File: src/hw/acs_pkg.sv
// constants, tables and types for the converter control block
// assumes: apb with 32-bit data, one register per aligned word
package acs_pkg;

  // ************************************************
  // register map: index, byte address is four times it
  // ************************************************
  localparam logic [9:0] ACS_IDX_RES_HI = 10'h01e;
  localparam logic [9:0] ACS_IDX_MAIN = 10'h01f;
  localparam logic [9:0] ACS_IDX_RES_LO = 10'h09e;
  localparam logic [9:0] ACS_IDX_CFG = 10'h09f;
  localparam logic [9:0] ACS_IDX_IRQ_ST = 10'h040;
  localparam logic [9:0] ACS_IDX_IRQ_CLR = 10'h041;
  localparam logic [9:0] ACS_IDX_IRQ_EN = 10'h042;

  localparam logic [11:0] ACS_ADDR_RES_HI = {ACS_IDX_RES_HI, 2'b00};
  localparam logic [11:0] ACS_ADDR_MAIN = {ACS_IDX_MAIN, 2'b00};
  localparam logic [11:0] ACS_ADDR_RES_LO = {ACS_IDX_RES_LO, 2'b00};
  localparam logic [11:0] ACS_ADDR_CFG = {ACS_IDX_CFG, 2'b00};
  localparam logic [11:0] ACS_ADDR_IRQ_ST = {ACS_IDX_IRQ_ST, 2'b00};
  localparam logic [11:0] ACS_ADDR_IRQ_CLR = {ACS_IDX_IRQ_CLR, 2'b00};
  localparam logic [11:0] ACS_ADDR_IRQ_EN = {ACS_IDX_IRQ_EN, 2'b00};

  // ************************************************
  // fields and reset values
  // ************************************************
  localparam int ACS_MC_CLK_LSB = 6;
  localparam int ACS_MC_CHAN_LSB = 3;
  localparam int ACS_MC_GO = 2;
  localparam int ACS_MC_PWR = 0;
  localparam int ACS_CF_JUST = 7;
  localparam int ACS_CF_DIVMSB = 6;
  localparam int ACS_CF_PORT_LSB = 0;
  localparam int ACS_IRQ_DONE = 0;
  localparam logic [7:0] ACS_MC_WMASK = 8'hfd;
  localparam logic [7:0] ACS_CF_WMASK = 8'hcf;
  localparam logic [7:0] ACS_MC_RST = 8'h00;
  localparam logic [7:0] ACS_CF_RST = 8'h00;
  localparam logic [7:0] ACS_RES_RST = 8'h00;
  localparam logic [7:0] ACS_MASK_RST = 8'hff;
  localparam logic [1:0] ACS_CLK_RC = 2'h3;

  // ************************************************
  // timing and lookup tables
  // ************************************************
  localparam logic [3:0] ACS_CONV_PERIODS = 4'hc;
  // indexed by {divider msb, low select}; rc slots unused
  localparam logic [6:0] ACS_DIV_RATIO [8] = '{7'h02, 7'h08, 7'h20, 7'h02,
                                              7'h04, 7'h10, 7'h40, 7'h02};
  // analog pin mask per port code, bit n is channel n
  localparam logic [7:0] ACS_PORT_ANALOG [16] = '{8'hff, 8'hff, 8'h1f, 8'h1f,
                                                 8'h0b, 8'h0b, 8'h00, 8'h00,
                                                 8'hff, 8'h3f, 8'h3f, 8'h3f,
                                                 8'h1f, 8'h0f, 8'h01, 8'h0d};
  localparam logic [15:0] ACS_VPOS_CODES = 16'hbd2a;
  localparam logic [15:0] ACS_VNEG_CODES = 16'hb900;

  typedef enum logic [1:0] {
    ACS_ST_IDLE = 2'b01,
    ACS_ST_CONV = 2'b10
  } acs_state_t;

endpackage

File: src/hw/acs_ctrl.sv
// converter control: config, clock select, sequencing, results, irq
// assumes: apb master on clock, analog front end drives conv_data pins
// Contract
// - format 1: right justify, high six bits zero
// - format 0: left justify, low six bits zero
// - divider msb and select pick clock ratio
// - low select 11 uses internal rc clock
// - config bits 5 and 4 read zero
// - port code sets each pin analog/digital
// - port code also selects voltage references
// - reset forces all shared pins analog
// - completion loads result, clears go, sets done
// - go with power on starts conversion
// - clearing go aborts, result unchanged
// - conversion lasts twelve bit periods
// - three-bit select picks one of eight
`timescale 1ns/1ps
module acs_ctrl
  import acs_pkg::*;
(
  input wire logic clock,
  input wire logic rst_n,
  input wire logic ce,
  input wire logic psel,
  input wire logic penable,
  input wire logic pwrite,
  input wire logic [11:0] paddr,
  input wire logic [31:0] pwdata,
  input wire logic [3:0] pstrb,
  output logic [31:0] prdata,
  output logic pready,
  output logic pslverr,
  input wire logic [9:0] conv_data,
  input wire logic rc_osc,
  output logic irq,
  output logic [7:0] analog_pin_mask,
  output logic vref_pos_ext,
  output logic vref_neg_ext,
  output logic [2:0] channel_select,
  output logic converter_power_on,
  output logic sample_hold
);

  // ************************************************
  // pin synchronisers
  // ************************************************
  logic [10:0] pin_s;
  logic rc_prev_q;

  acs_sync #(.W(11)) u_sync (
    .clock(clock),
    .rst_n(rst_n),
    .ce(ce),
    .d({rc_osc, conv_data}),
    .q(pin_s)
  );

  wire [9:0] data_s = pin_s[9:0];
  wire rc_rise = pin_s[10] & ~rc_prev_q;

  // ************************************************
  // apb decode
  // ************************************************
  logic [7:0] mc_q, mc_d;
  logic [7:0] cf_q;
  logic [7:0] res_hi_q, res_lo_q;
  logic [0:0] st_q, en_q;
  acs_state_t state_q, state_d;
  logic [5:0] div_cnt_q;
  logic [3:0] bitp_cnt_q;
  logic [9:0] sample_q;

  wire sel_mc = paddr == ACS_ADDR_MAIN;
  wire sel_cf = paddr == ACS_ADDR_CFG;
  wire sel_rh = paddr == ACS_ADDR_RES_HI;
  wire sel_rl = paddr == ACS_ADDR_RES_LO;
  wire sel_st = paddr == ACS_ADDR_IRQ_ST;
  wire sel_cl = paddr == ACS_ADDR_IRQ_CLR;
  wire sel_en = paddr == ACS_ADDR_IRQ_EN;
  wire hit = sel_mc | sel_cf | sel_rh | sel_rl | sel_st | sel_cl | sel_en;

  // zero wait states; ce low stalls the access phase
  assign pready = ce;
  assign pslverr = psel & penable & ~hit;

  wire wr = psel & penable & pwrite & ce & pstrb[0];
  wire wr_mc = wr & sel_mc;
  wire wr_cf = wr & sel_cf;
  wire wr_rh = wr & sel_rh;
  wire wr_rl = wr & sel_rl;
  wire wr_en = wr & sel_en;
  wire clr_done = wr & sel_cl & pwdata[ACS_IRQ_DONE];

  wire [7:0] rd_byte = sel_mc ? mc_q :
                       sel_cf ? (cf_q & ACS_CF_WMASK) :
                       sel_rh ? res_hi_q :
                       sel_rl ? res_lo_q :
                       sel_st ? {7'h00, st_q} :
                       sel_en ? {7'h00, en_q} : 8'h00;
  assign prdata = {24'h00_0000, rd_byte};

  // ************************************************
  // conversion clock
  // ************************************************
  wire [1:0] clk_low = mc_q[ACS_MC_CLK_LSB +: 2];
  wire [2:0] clk_code = {cf_q[ACS_CF_DIVMSB], clk_low};
  wire rc_mode = clk_low == ACS_CLK_RC;
  wire [6:0] ratio = ACS_DIV_RATIO[clk_code];
  wire div_wrap = {1'b0, div_cnt_q} == ratio - 7'h01;
  // rc edges are slow against clock, so sync latency is harmless
  wire bitp_tick = rc_mode ? rc_rise : div_wrap;

  // ************************************************
  // sequencing
  // ************************************************
  wire idle = state_q == ACS_ST_IDLE;
  wire conv = state_q == ACS_ST_CONV;
  wire go_wr = pwdata[ACS_MC_GO] & pwdata[ACS_MC_PWR];
  wire start = wr_mc & go_wr & idle;
  wire finish = ce & conv & bitp_tick & (bitp_cnt_q == ACS_CONV_PERIODS - 4'h1);
  wire abort = conv & wr_mc & ~go_wr & ~finish;

  always_comb begin
    state_d = state_q;
    if (start) begin
      state_d = ACS_ST_CONV;
    end else if (finish | abort) begin
      state_d = ACS_ST_IDLE;
    end
  end

  // go mirrors the state; a go write with power off is dropped
  always_comb begin
    mc_d = mc_q;
    if (wr_mc) begin
      mc_d = pwdata[7:0] & ACS_MC_WMASK;
    end
    mc_d[ACS_MC_GO] = state_d == ACS_ST_CONV;
  end

  wire just = cf_q[ACS_CF_JUST];
  wire [7:0] res_hi_new = just ? {6'h00, sample_q[9:8]} : sample_q[9:2];
  wire [7:0] res_lo_new = just ? sample_q[7:0] : {sample_q[1:0], 6'h00};

  // ************************************************
  // registers
  // ************************************************
  always_ff @(posedge clock or negedge rst_n) begin
    if (!rst_n) begin
      state_q <= ACS_ST_IDLE;
      mc_q <= ACS_MC_RST;
      cf_q <= ACS_CF_RST;
    end else if (ce) begin
      state_q <= state_d;
      mc_q <= mc_d;
      if (wr_cf) begin
        cf_q <= pwdata[7:0] & ACS_CF_WMASK;
      end
    end
  end

  always_ff @(posedge clock or negedge rst_n) begin
    if (!rst_n) begin
      div_cnt_q <= 6'h00;
      bitp_cnt_q <= 4'h0;
      sample_q <= 10'h000;
      rc_prev_q <= 1'b0;
    end else if (ce) begin
      rc_prev_q <= pin_s[10];
      div_cnt_q <= (conv & ~div_wrap) ? div_cnt_q + 6'h01 : 6'h00;
      if (start) begin
        bitp_cnt_q <= 4'h0;
        sample_q <= data_s;
      end else if (conv & bitp_tick) begin
        bitp_cnt_q <= bitp_cnt_q + 4'h1;
      end
    end
  end

  // result pair: loaded on completion, else usable as plain storage
  always_ff @(posedge clock or negedge rst_n) begin
    if (!rst_n) begin
      res_hi_q <= ACS_RES_RST;
      res_lo_q <= ACS_RES_RST;
    end else if (ce) begin
      if (finish) begin
        res_hi_q <= res_hi_new;
        res_lo_q <= res_lo_new;
      end else begin
        if (wr_rh) begin
          res_hi_q <= pwdata[7:0];
        end
        if (wr_rl) begin
          res_lo_q <= pwdata[7:0];
        end
      end
    end
  end

  // done flag: set beats a same-cycle clear; reads never clear it
  always_ff @(posedge clock or negedge rst_n) begin
    if (!rst_n) begin
      st_q <= 1'b0;
      en_q <= 1'b0;
    end else if (ce) begin
      st_q[ACS_IRQ_DONE] <= (st_q[ACS_IRQ_DONE] & ~clr_done) | finish;
      if (wr_en) begin
        en_q <= pwdata[0:0];
      end
    end
  end

  assign irq = |(st_q & en_q);

  // ************************************************
  // pin configuration outputs
  // ************************************************
  logic [7:0] mask_q;
  logic vpos_q, vneg_q;
  wire [3:0] port_code = cf_q[ACS_CF_PORT_LSB +: 4];

  always_ff @(posedge clock or negedge rst_n) begin
    if (!rst_n) begin
      mask_q <= ACS_MASK_RST;
      vpos_q <= 1'b0;
      vneg_q <= 1'b0;
    end else if (ce) begin
      mask_q <= ACS_PORT_ANALOG[port_code];
      vpos_q <= ACS_VPOS_CODES[port_code];
      vneg_q <= ACS_VNEG_CODES[port_code];
    end
  end

  assign analog_pin_mask = mask_q;
  assign vref_pos_ext = vpos_q;
  assign vref_neg_ext = vneg_q;
  assign channel_select = mc_q[ACS_MC_CHAN_LSB +: 3];
  assign converter_power_on = mc_q[ACS_MC_PWR];
  assign sample_hold = conv;

  // ************************************************
  // checks
  // ************************************************
  logic [9:0] cyc_q;
  logic [2:0] code_at_start_q;
  logic [9:0] exp_cyc;

  always_ff @(posedge clock or negedge rst_n) begin
    if (!rst_n) begin
      cyc_q <= 10'h000;
      code_at_start_q <= 3'h0;
    end else if (ce) begin
      if (start) begin
        cyc_q <= 10'h000;
        code_at_start_q <= clk_code;
      end else if (conv) begin
        cyc_q <= cyc_q + 10'h001;
      end
    end
  end

  always_comb begin
    case (clk_code)
      3'h0: exp_cyc = 10'h018;
      3'h1: exp_cyc = 10'h060;
      3'h2: exp_cyc = 10'h180;
      3'h4: exp_cyc = 10'h030;
      3'h5: exp_cyc = 10'h0c0;
      3'h6: exp_cyc = 10'h300;
      default: exp_cyc = 10'h000;
    endcase
  end
endmodule // acs_ctrl

File: src/hw/acs_sync.sv
// two-flop synchroniser for pin-level inputs
// assumes: inputs are asynchronous to clock; ce freezes it
`timescale 1ns/1ps
module acs_sync #(
  parameter int W = 1
) (
  input wire logic clock,
  input wire logic rst_n,
  input wire logic ce,
  input wire logic [W-1:0] d,
  output logic [W-1:0] q
);
  logic [W-1:0] meta_q;

  // meta_q is read only by q
  always_ff @(posedge clock or negedge rst_n) begin
    if (!rst_n) begin
      meta_q <= '0;
      q <= '0;
    end else if (ce) begin
      meta_q <= d;
      q <= meta_q;
    end
  end
endmodule // acs_sync

File: config.mk
export PLATFORM = sky130hd
export DESIGN_NAME = acs_ctrl
export DESIGN_NICKNAME = d
export VERILOG_FILES = /design/src/hw/acs_pkg.sv /design/src/hw/acs_ctrl.sv /design/src/hw/acs_sync.sv
export SDC_FILE = /design/constraint.sdc
export NUM_CORES = 1
export LEC_CHECK = 0
export BUFFER_PORTS_ARGS = -buffer_cell sky130_fd_sc_hd__buf_2
export CAP_MARGIN = 20
export CORE_MARGIN = 5
export CORE_UTILIZATION = 25
export CTS_CLUSTER_DIAMETER = 150
export DETAILED_ROUTE_END_ITERATION = 8
export PLACE_DENSITY = 0.52
export SLEW_MARGIN = 20
export SYNTH_ARGS = -nofsm -noshare
export SYNTH_HDL_FRONTEND = slang
export SYNTH_SLANG_ARGS = --single-unit
File: constraint.sdc
create_clock -name clock -period 5.2 [get_ports clock]
set_clock_uncertainty 0.1 [all_clocks]
set_input_delay 0.52 -clock clock [delete_from_list [all_inputs] [get_ports clock]]
set_output_delay 0.52 -clock clock [all_outputs]
set_load 0.1 [all_outputs]
---- Word level (Yosys, flattened, before mapping) ----
Memories as Yosys holds them, arrays and structs flattened. A register that Yosys moved wholly into a read port is not among the register bits.
Index checks and enable logic that the tools add are counted.
word-level totals
  memory bits (read-only) ................. 216
  output and inout port bits .............. 50
  memories kept ........................... 4
  register bits after elaboration ......... 76
memories
  name              words  bits a word  read ports  clocked after memory_dff  write ports  line             RTL
  (name not given)  16     8            1           1                         0            acs_ctrl.sv:228  mask_q <= ACS_PORT_ANALOG[port_code];
  (name not given)  8      7            1           0                         0            acs_ctrl.sv:108  wire [6:0] ratio = ACS_DIV_RATIO[clk_code];
  (name not given)  16     1            1           1                         0            acs_ctrl.sv:230  vneg_q <= ACS_VNEG_CODES[port_code];
  (name not given)  16     1            1           1                         0            acs_ctrl.sv:229  vpos_q <= ACS_VPOS_CODES[port_code];
operators by class
  reductions and logical operators ........ 13
  $add $sub $neg .......................... 3
  multiplexer cells ....................... 20
  bitwise gates (word level) .............. 42
  order comparisons ....................... 1
  eq/ne operators ......................... 13
operators by type and width
  operator                                                                 number
  8-bit 2-to-1 mux                                                         10
  12-bit by 9-bit equality test with 1-bit output, second input constant   3
  1-bit AND                                                                26
  12-bit by 10-bit equality test with 1-bit output, second input constant  2
  12-bit by 7-bit equality test with 1-bit output, second input constant   2
  7-bit 2-to-1 mux                                                         2
  2-bit AND reduction                                                      7
  4-bit 2-to-1 mux                                                         2
  1-bit bitwise OR                                                         8
  6-bit by 7-bit equality test with 1-bit output                           1
  7-bit by 1-bit subtractor with 7-bit output, second input constant       1
  6-bit by 1-bit adder with 6-bit output, second input constant            1
  2-bit equality test, second input constant                               3
  6-bit 2-to-1 mux                                                         1
  1-bit NOT                                                                6
  2-bit nonzero test                                                       3
  4-bit NOT with 5-bit output                                              1
  4-bit by 1-bit adder with 4-bit output, second input constant            1
  4-bit equality test, second input constant                               1
  4-bit >= comparator, second input constant                               1
  2-bit 2-to-1 mux                                                         2
  3-bit NOT with 4-bit output                                              1
  1-bit logical NOT                                                        3
  1-bit 2-to-1 mux                                                         3
  2-bit by 1-bit equality test with 1-bit output, second input constant    1

---- Depth between registers and ports, before layout ----
  depth after elaboration ................. 15
  mapped depth ............................ 9
  gate-level depth less buffers ........... 8

---- Modules after synthesis ----
Synthesis repeated with hierarchy kept, for this count alone.
unflattened totals
  cell total of the unflattened synthesis .. 431
  area total of the unflattened synthesis .. 4569.4 um^2
by module, submodules not included
  module    area each (um^2)  seq. area each (um^2)  instances  cells each
  acs_ctrl  3748.6            1586.5                 1          385
  acs_sync  820.8             550.5                  1          46

---- Worst setup path before layout ----
No wires, ideal clock.
  path type ............................... input to output
  from .................................... in paddr[1]
  to ...................................... out prdata[0]
  arrival time ............................ 4.208 ns
  required time ........................... 4.580 ns
  stages on the path ...................... 7
  slack ................................... 0.372 ns
  cell sequence ........................... or4_1 -> or4_1 -> buf_2 -> buf_1 -> a21oi_1 -> a21oi_1 -> o31ai_1
between the ends
  longest elaborated chain between the ends .. 7
ends and longest elaborated chain
  what                                             line            RTL
  start, declared                                  acs_ctrl.sv:27  input wire logic [11:0] paddr,
  12-bit by 9-bit equality test with 1-bit output  acs_ctrl.sv:79  wire sel_en = paddr == ACS_ADDR_IRQ_EN;
  1-bit 2-to-1 mux                                 acs_ctrl.sv:99  sel_en ? {7'h00, en_q} : 8'h00;
  1-bit 2-to-1 mux                                 acs_ctrl.sv:98  sel_st ? {7'h00, st_q} :
  8-bit 2-to-1 mux                                 acs_ctrl.sv:97  sel_rl ? res_lo_q :
  8-bit 2-to-1 mux                                 acs_ctrl.sv:96  sel_rh ? res_hi_q :
  8-bit 2-to-1 mux                                 acs_ctrl.sv:95  sel_cf ? (cf_q & ACS_CF_WMASK) :
  8-bit 2-to-1 mux *                               acs_ctrl.sv:94  wire [7:0] rd_byte = sel_mc ? mc_q :
  end, declared                                    acs_ctrl.sv:30  output logic [31:0] prdata,
Mark *: on every way between the ends. The rest lies on a longest branch, timed or not.

---- Final worst setup path ----
Same ends and word-level chain as after synthesis.

==> summary.txt <==
Setup Crit Path Kind: in -> out
Peak supply drop: 202 uV
Synth unique cells: 54
Pwr dens: 286 nW/um^2
Synth-to-Final Area Change: 16.5%
Post-CTS Resized: 0
Core area: 18000 um^2
Largest net degree at the start of global routing: 63
Commonest non-fill, non-tap cells in the layout: dfrtp_1, buf_2, mux2i_1, mux2_2, nand2_1
Worst R2R Path Depth: 9
P_leak: 2.37 nW
Share of the synthesized area in the top cell type: 0.422
Reg2reg end: res_hi_q[6]
Post-CTS Setup Inserts: 0
Router iterations before antenna repair: 4
DIE HEIGHT: 145 um
Synth Register Bits: 85
Worst-margin pin slew: 883 ps
H-tree depth: 3
Critical Path RT: 4580 ps
Delay-heaviest family, CP: simple AND/OR/NAND/NOR gates
RSZ-0062 raised after global routing: no
Antenna Cells: 0
CTS buffer count: 9
CP startpoint kind: input pin
GRT Util Overall: 0.102
F_max: 277 MHz
Reg-to-reg startpoint: mc_q[7]
CP Max Fanout: 14
Drt wl/cell: 14.9 um
Final Max Slew Viols: 0
Slew margin rel.: 0.408
Buf/Inv on CP: 2
Initial antenna violation count: 1
# clock sinks: 85
Cell Chain, Critical Path: buf_2 > or4_1 > or4_1 > a21oi_1 > a21oi_1 > o31ai_1 > buf_2
Top FF cell, synth: dfrtp_1
Setup TNS: 0 ps
Hold-fix buffers, CTS: 1
YS warnings: 0
Synth top area cells: dfrtp_1, mux2_2, mux2i_1
Hold/Removal Path Class: in -> reg
Crit-path max cell delay: 760 ps
Critical Path Sink: prdata[0]
Worst path slowest cell: or4_1
Worst EP arrival: 2990 ps
Most area-hungry cell type in the Yosys netlist: dfrtp_1
DRC errors left: 0
Ys async rst share: 1.00
PnR Total Power: 1.52 mW
Outcome: finished, final reports clean
Post-Syn Area: 4560 um^2
Post-DRT Antenna Nets: 0
TritonCTS clock tree: done
Vias in the first global route: 3205
Reg-to-reg setup timing slack: 2200 ps
Fin nets: 536
Fin. Hold Viols: 0
Critical path endpoint category: primary output
Num ports: 115
Width of the chip: 145 um
Max-cap violations: 0
Crit path from: paddr[1]
Initial Util: 0.254
Grt total ovfl: 0
Synthesized area per cell: 11.2 um^2
CTS root buffer: clkbuf_16
HPWL Detailed: 7520 um
Most common cell after layout, fill and taps aside: dfrtp_1
Routability Congestion: 0.762
Layout cell share with drive strength beyond 1: 0.305
Gate Count Post-Synth: 407
Initial DRC Count: 141
Clk slew on worst S/H paths: 60 ps
Stages on the worst setup path: 7
Rows: 49
Longest Clk Path Bufs: 2
EDFF count, synth: 0
Total Die Area: 21000 um^2
# setup viols final: 0
DR vias: 3132
Clock Latency Late Sink: 340 ps
First-pass GRT wire length: 17500 um
Final wirelength: 10400 um
Tcrit/Tclk final: 0.694
# port buffers: 63
Register area share after synthesis: 0.469
Vias per cell: 4.51
Final min period: 3610 ps
==> final cells by class <==
| type | count | area [um^2] |
|---|---|---|
| Sequential cell | 85 | 2140 |
| Tap cell | 229 | 287 |
| Fill cell | 1858 | 12600 |
| Clock buffer | 10 | 239 |
| Clock inverter | 6 | 62.6 |
| Timing Repair Buffer | 67 | 350 |
| Inverter | 14 | 52.6 |
| Multi-Input combinational cell | 284 | 2190 |
==> flip-flops by register name, summed over array words and instances, names as in the netlist, 2 cells and up <==
name / count
res_lo_q: 8
state_q: 2
cf_q: 6
u_sync.meta_q: 11
mc_q: 7
u_sync.q: 11
sample_q: 10
analog_pin_mask: 7
res_hi_q: 8
bitp_cnt_q: 4
div_cnt_q: 6
==> worst min-delay path by stage <==
stage / startpoint / to / slack [ps] / depth (start not counted)
final: conv_data[7] / u_sync.meta_q[7] / 300 / 2
after global routing: conv_data[5] / u_sync.meta_q[5] / 300 / 2
after CTS: conv_data[3] / u_sync.meta_q[3] / 290 / 2
after detailed placement: rst_n / u_sync.q[10] / 350 / 1
after global placement: rst_n / u_sync.meta_q[10] / 340 / 1
after floorplan: rst_n / bitp_cnt_q[0] / 120 / 0
==> stage by stage <==
step / utilization / hold WS, ps / worst slack [ps] / cell area, um^2 / instances
after floorplan: - / 124 / 372 / 4650 / 430
after global placement: 0.279 / 338 / 1630 / 5000 / 678
after detailed placement: 0.279 / 350 / 1590 / 5000 / 678
after CTS: 0.296 / 290 / 1580 / 5320 / 695
after global routing: 0.296 / 295 / 1440 / 5320 / 695
final: 0.296 / 305 / 1590 / 5320 / 695
==> routing by layer <==
layer  share of wire  GRT usage  routed length (um)
met4           0.016     0.0359                 171
met2            0.43      0.151                4500
met3           0.072     0.0349                 742
met1            0.48      0.139                4950
met5          0.0013          0                  13
==> synth_stat cells (2+ instances only) <==
cell type and count:
dfrtp_1 77, a21oi_1 14, nor2b_1 7, o31ai_1 2, or4_1 3, mux2_2 44, nor2_1 21, ha_1 10
o2bb2ai_1 4, or3_1 2, buf_2 3, nand2b_1 13, and2_1 2, o21a_1 2, a31oi_1 4, o21ai_0 8
nor3_1 6, buf_4 29, nand4_1 4, inv_1 12, dfstp_2 8, clkbuf_1 12, nand2_1 26, mux2_1 4
buf_1 3, nand3_1 11, xnor2_1 3, mux2i_1 44, mux4_2 4
==> power breakdown <==
| group | internal (mW) | switching, mW | total [mW] |
|---|---|---|---|
| clock network | 0.384 | 0.262 | 0.646 |
| logic | 0.0393 | 0.139 | 0.178 |
| registers | 0.687 | 0.0121 | 0.699 |
| total | 1.11 | 0.412 | 1.52 |
==> logic make-up (layout without fill, tap and decap cells) <==
logic type,count (synthesis),count (layout),share of synthesized area
XOR/XNOR,4,4,0.00768
flip-flops,85,85,0.469
AO/OA/AOI/OAI,45,45,0.0634
multiplexers,96,96,0.235
other,1,24,0.000822
adder cells (fa/ha/maj),10,10,0.0274
AND/OR/NAND/NOR,105,105,0.122
buffers and inverters,61,97,0.0749
Power figures use the tool's default switching activity.
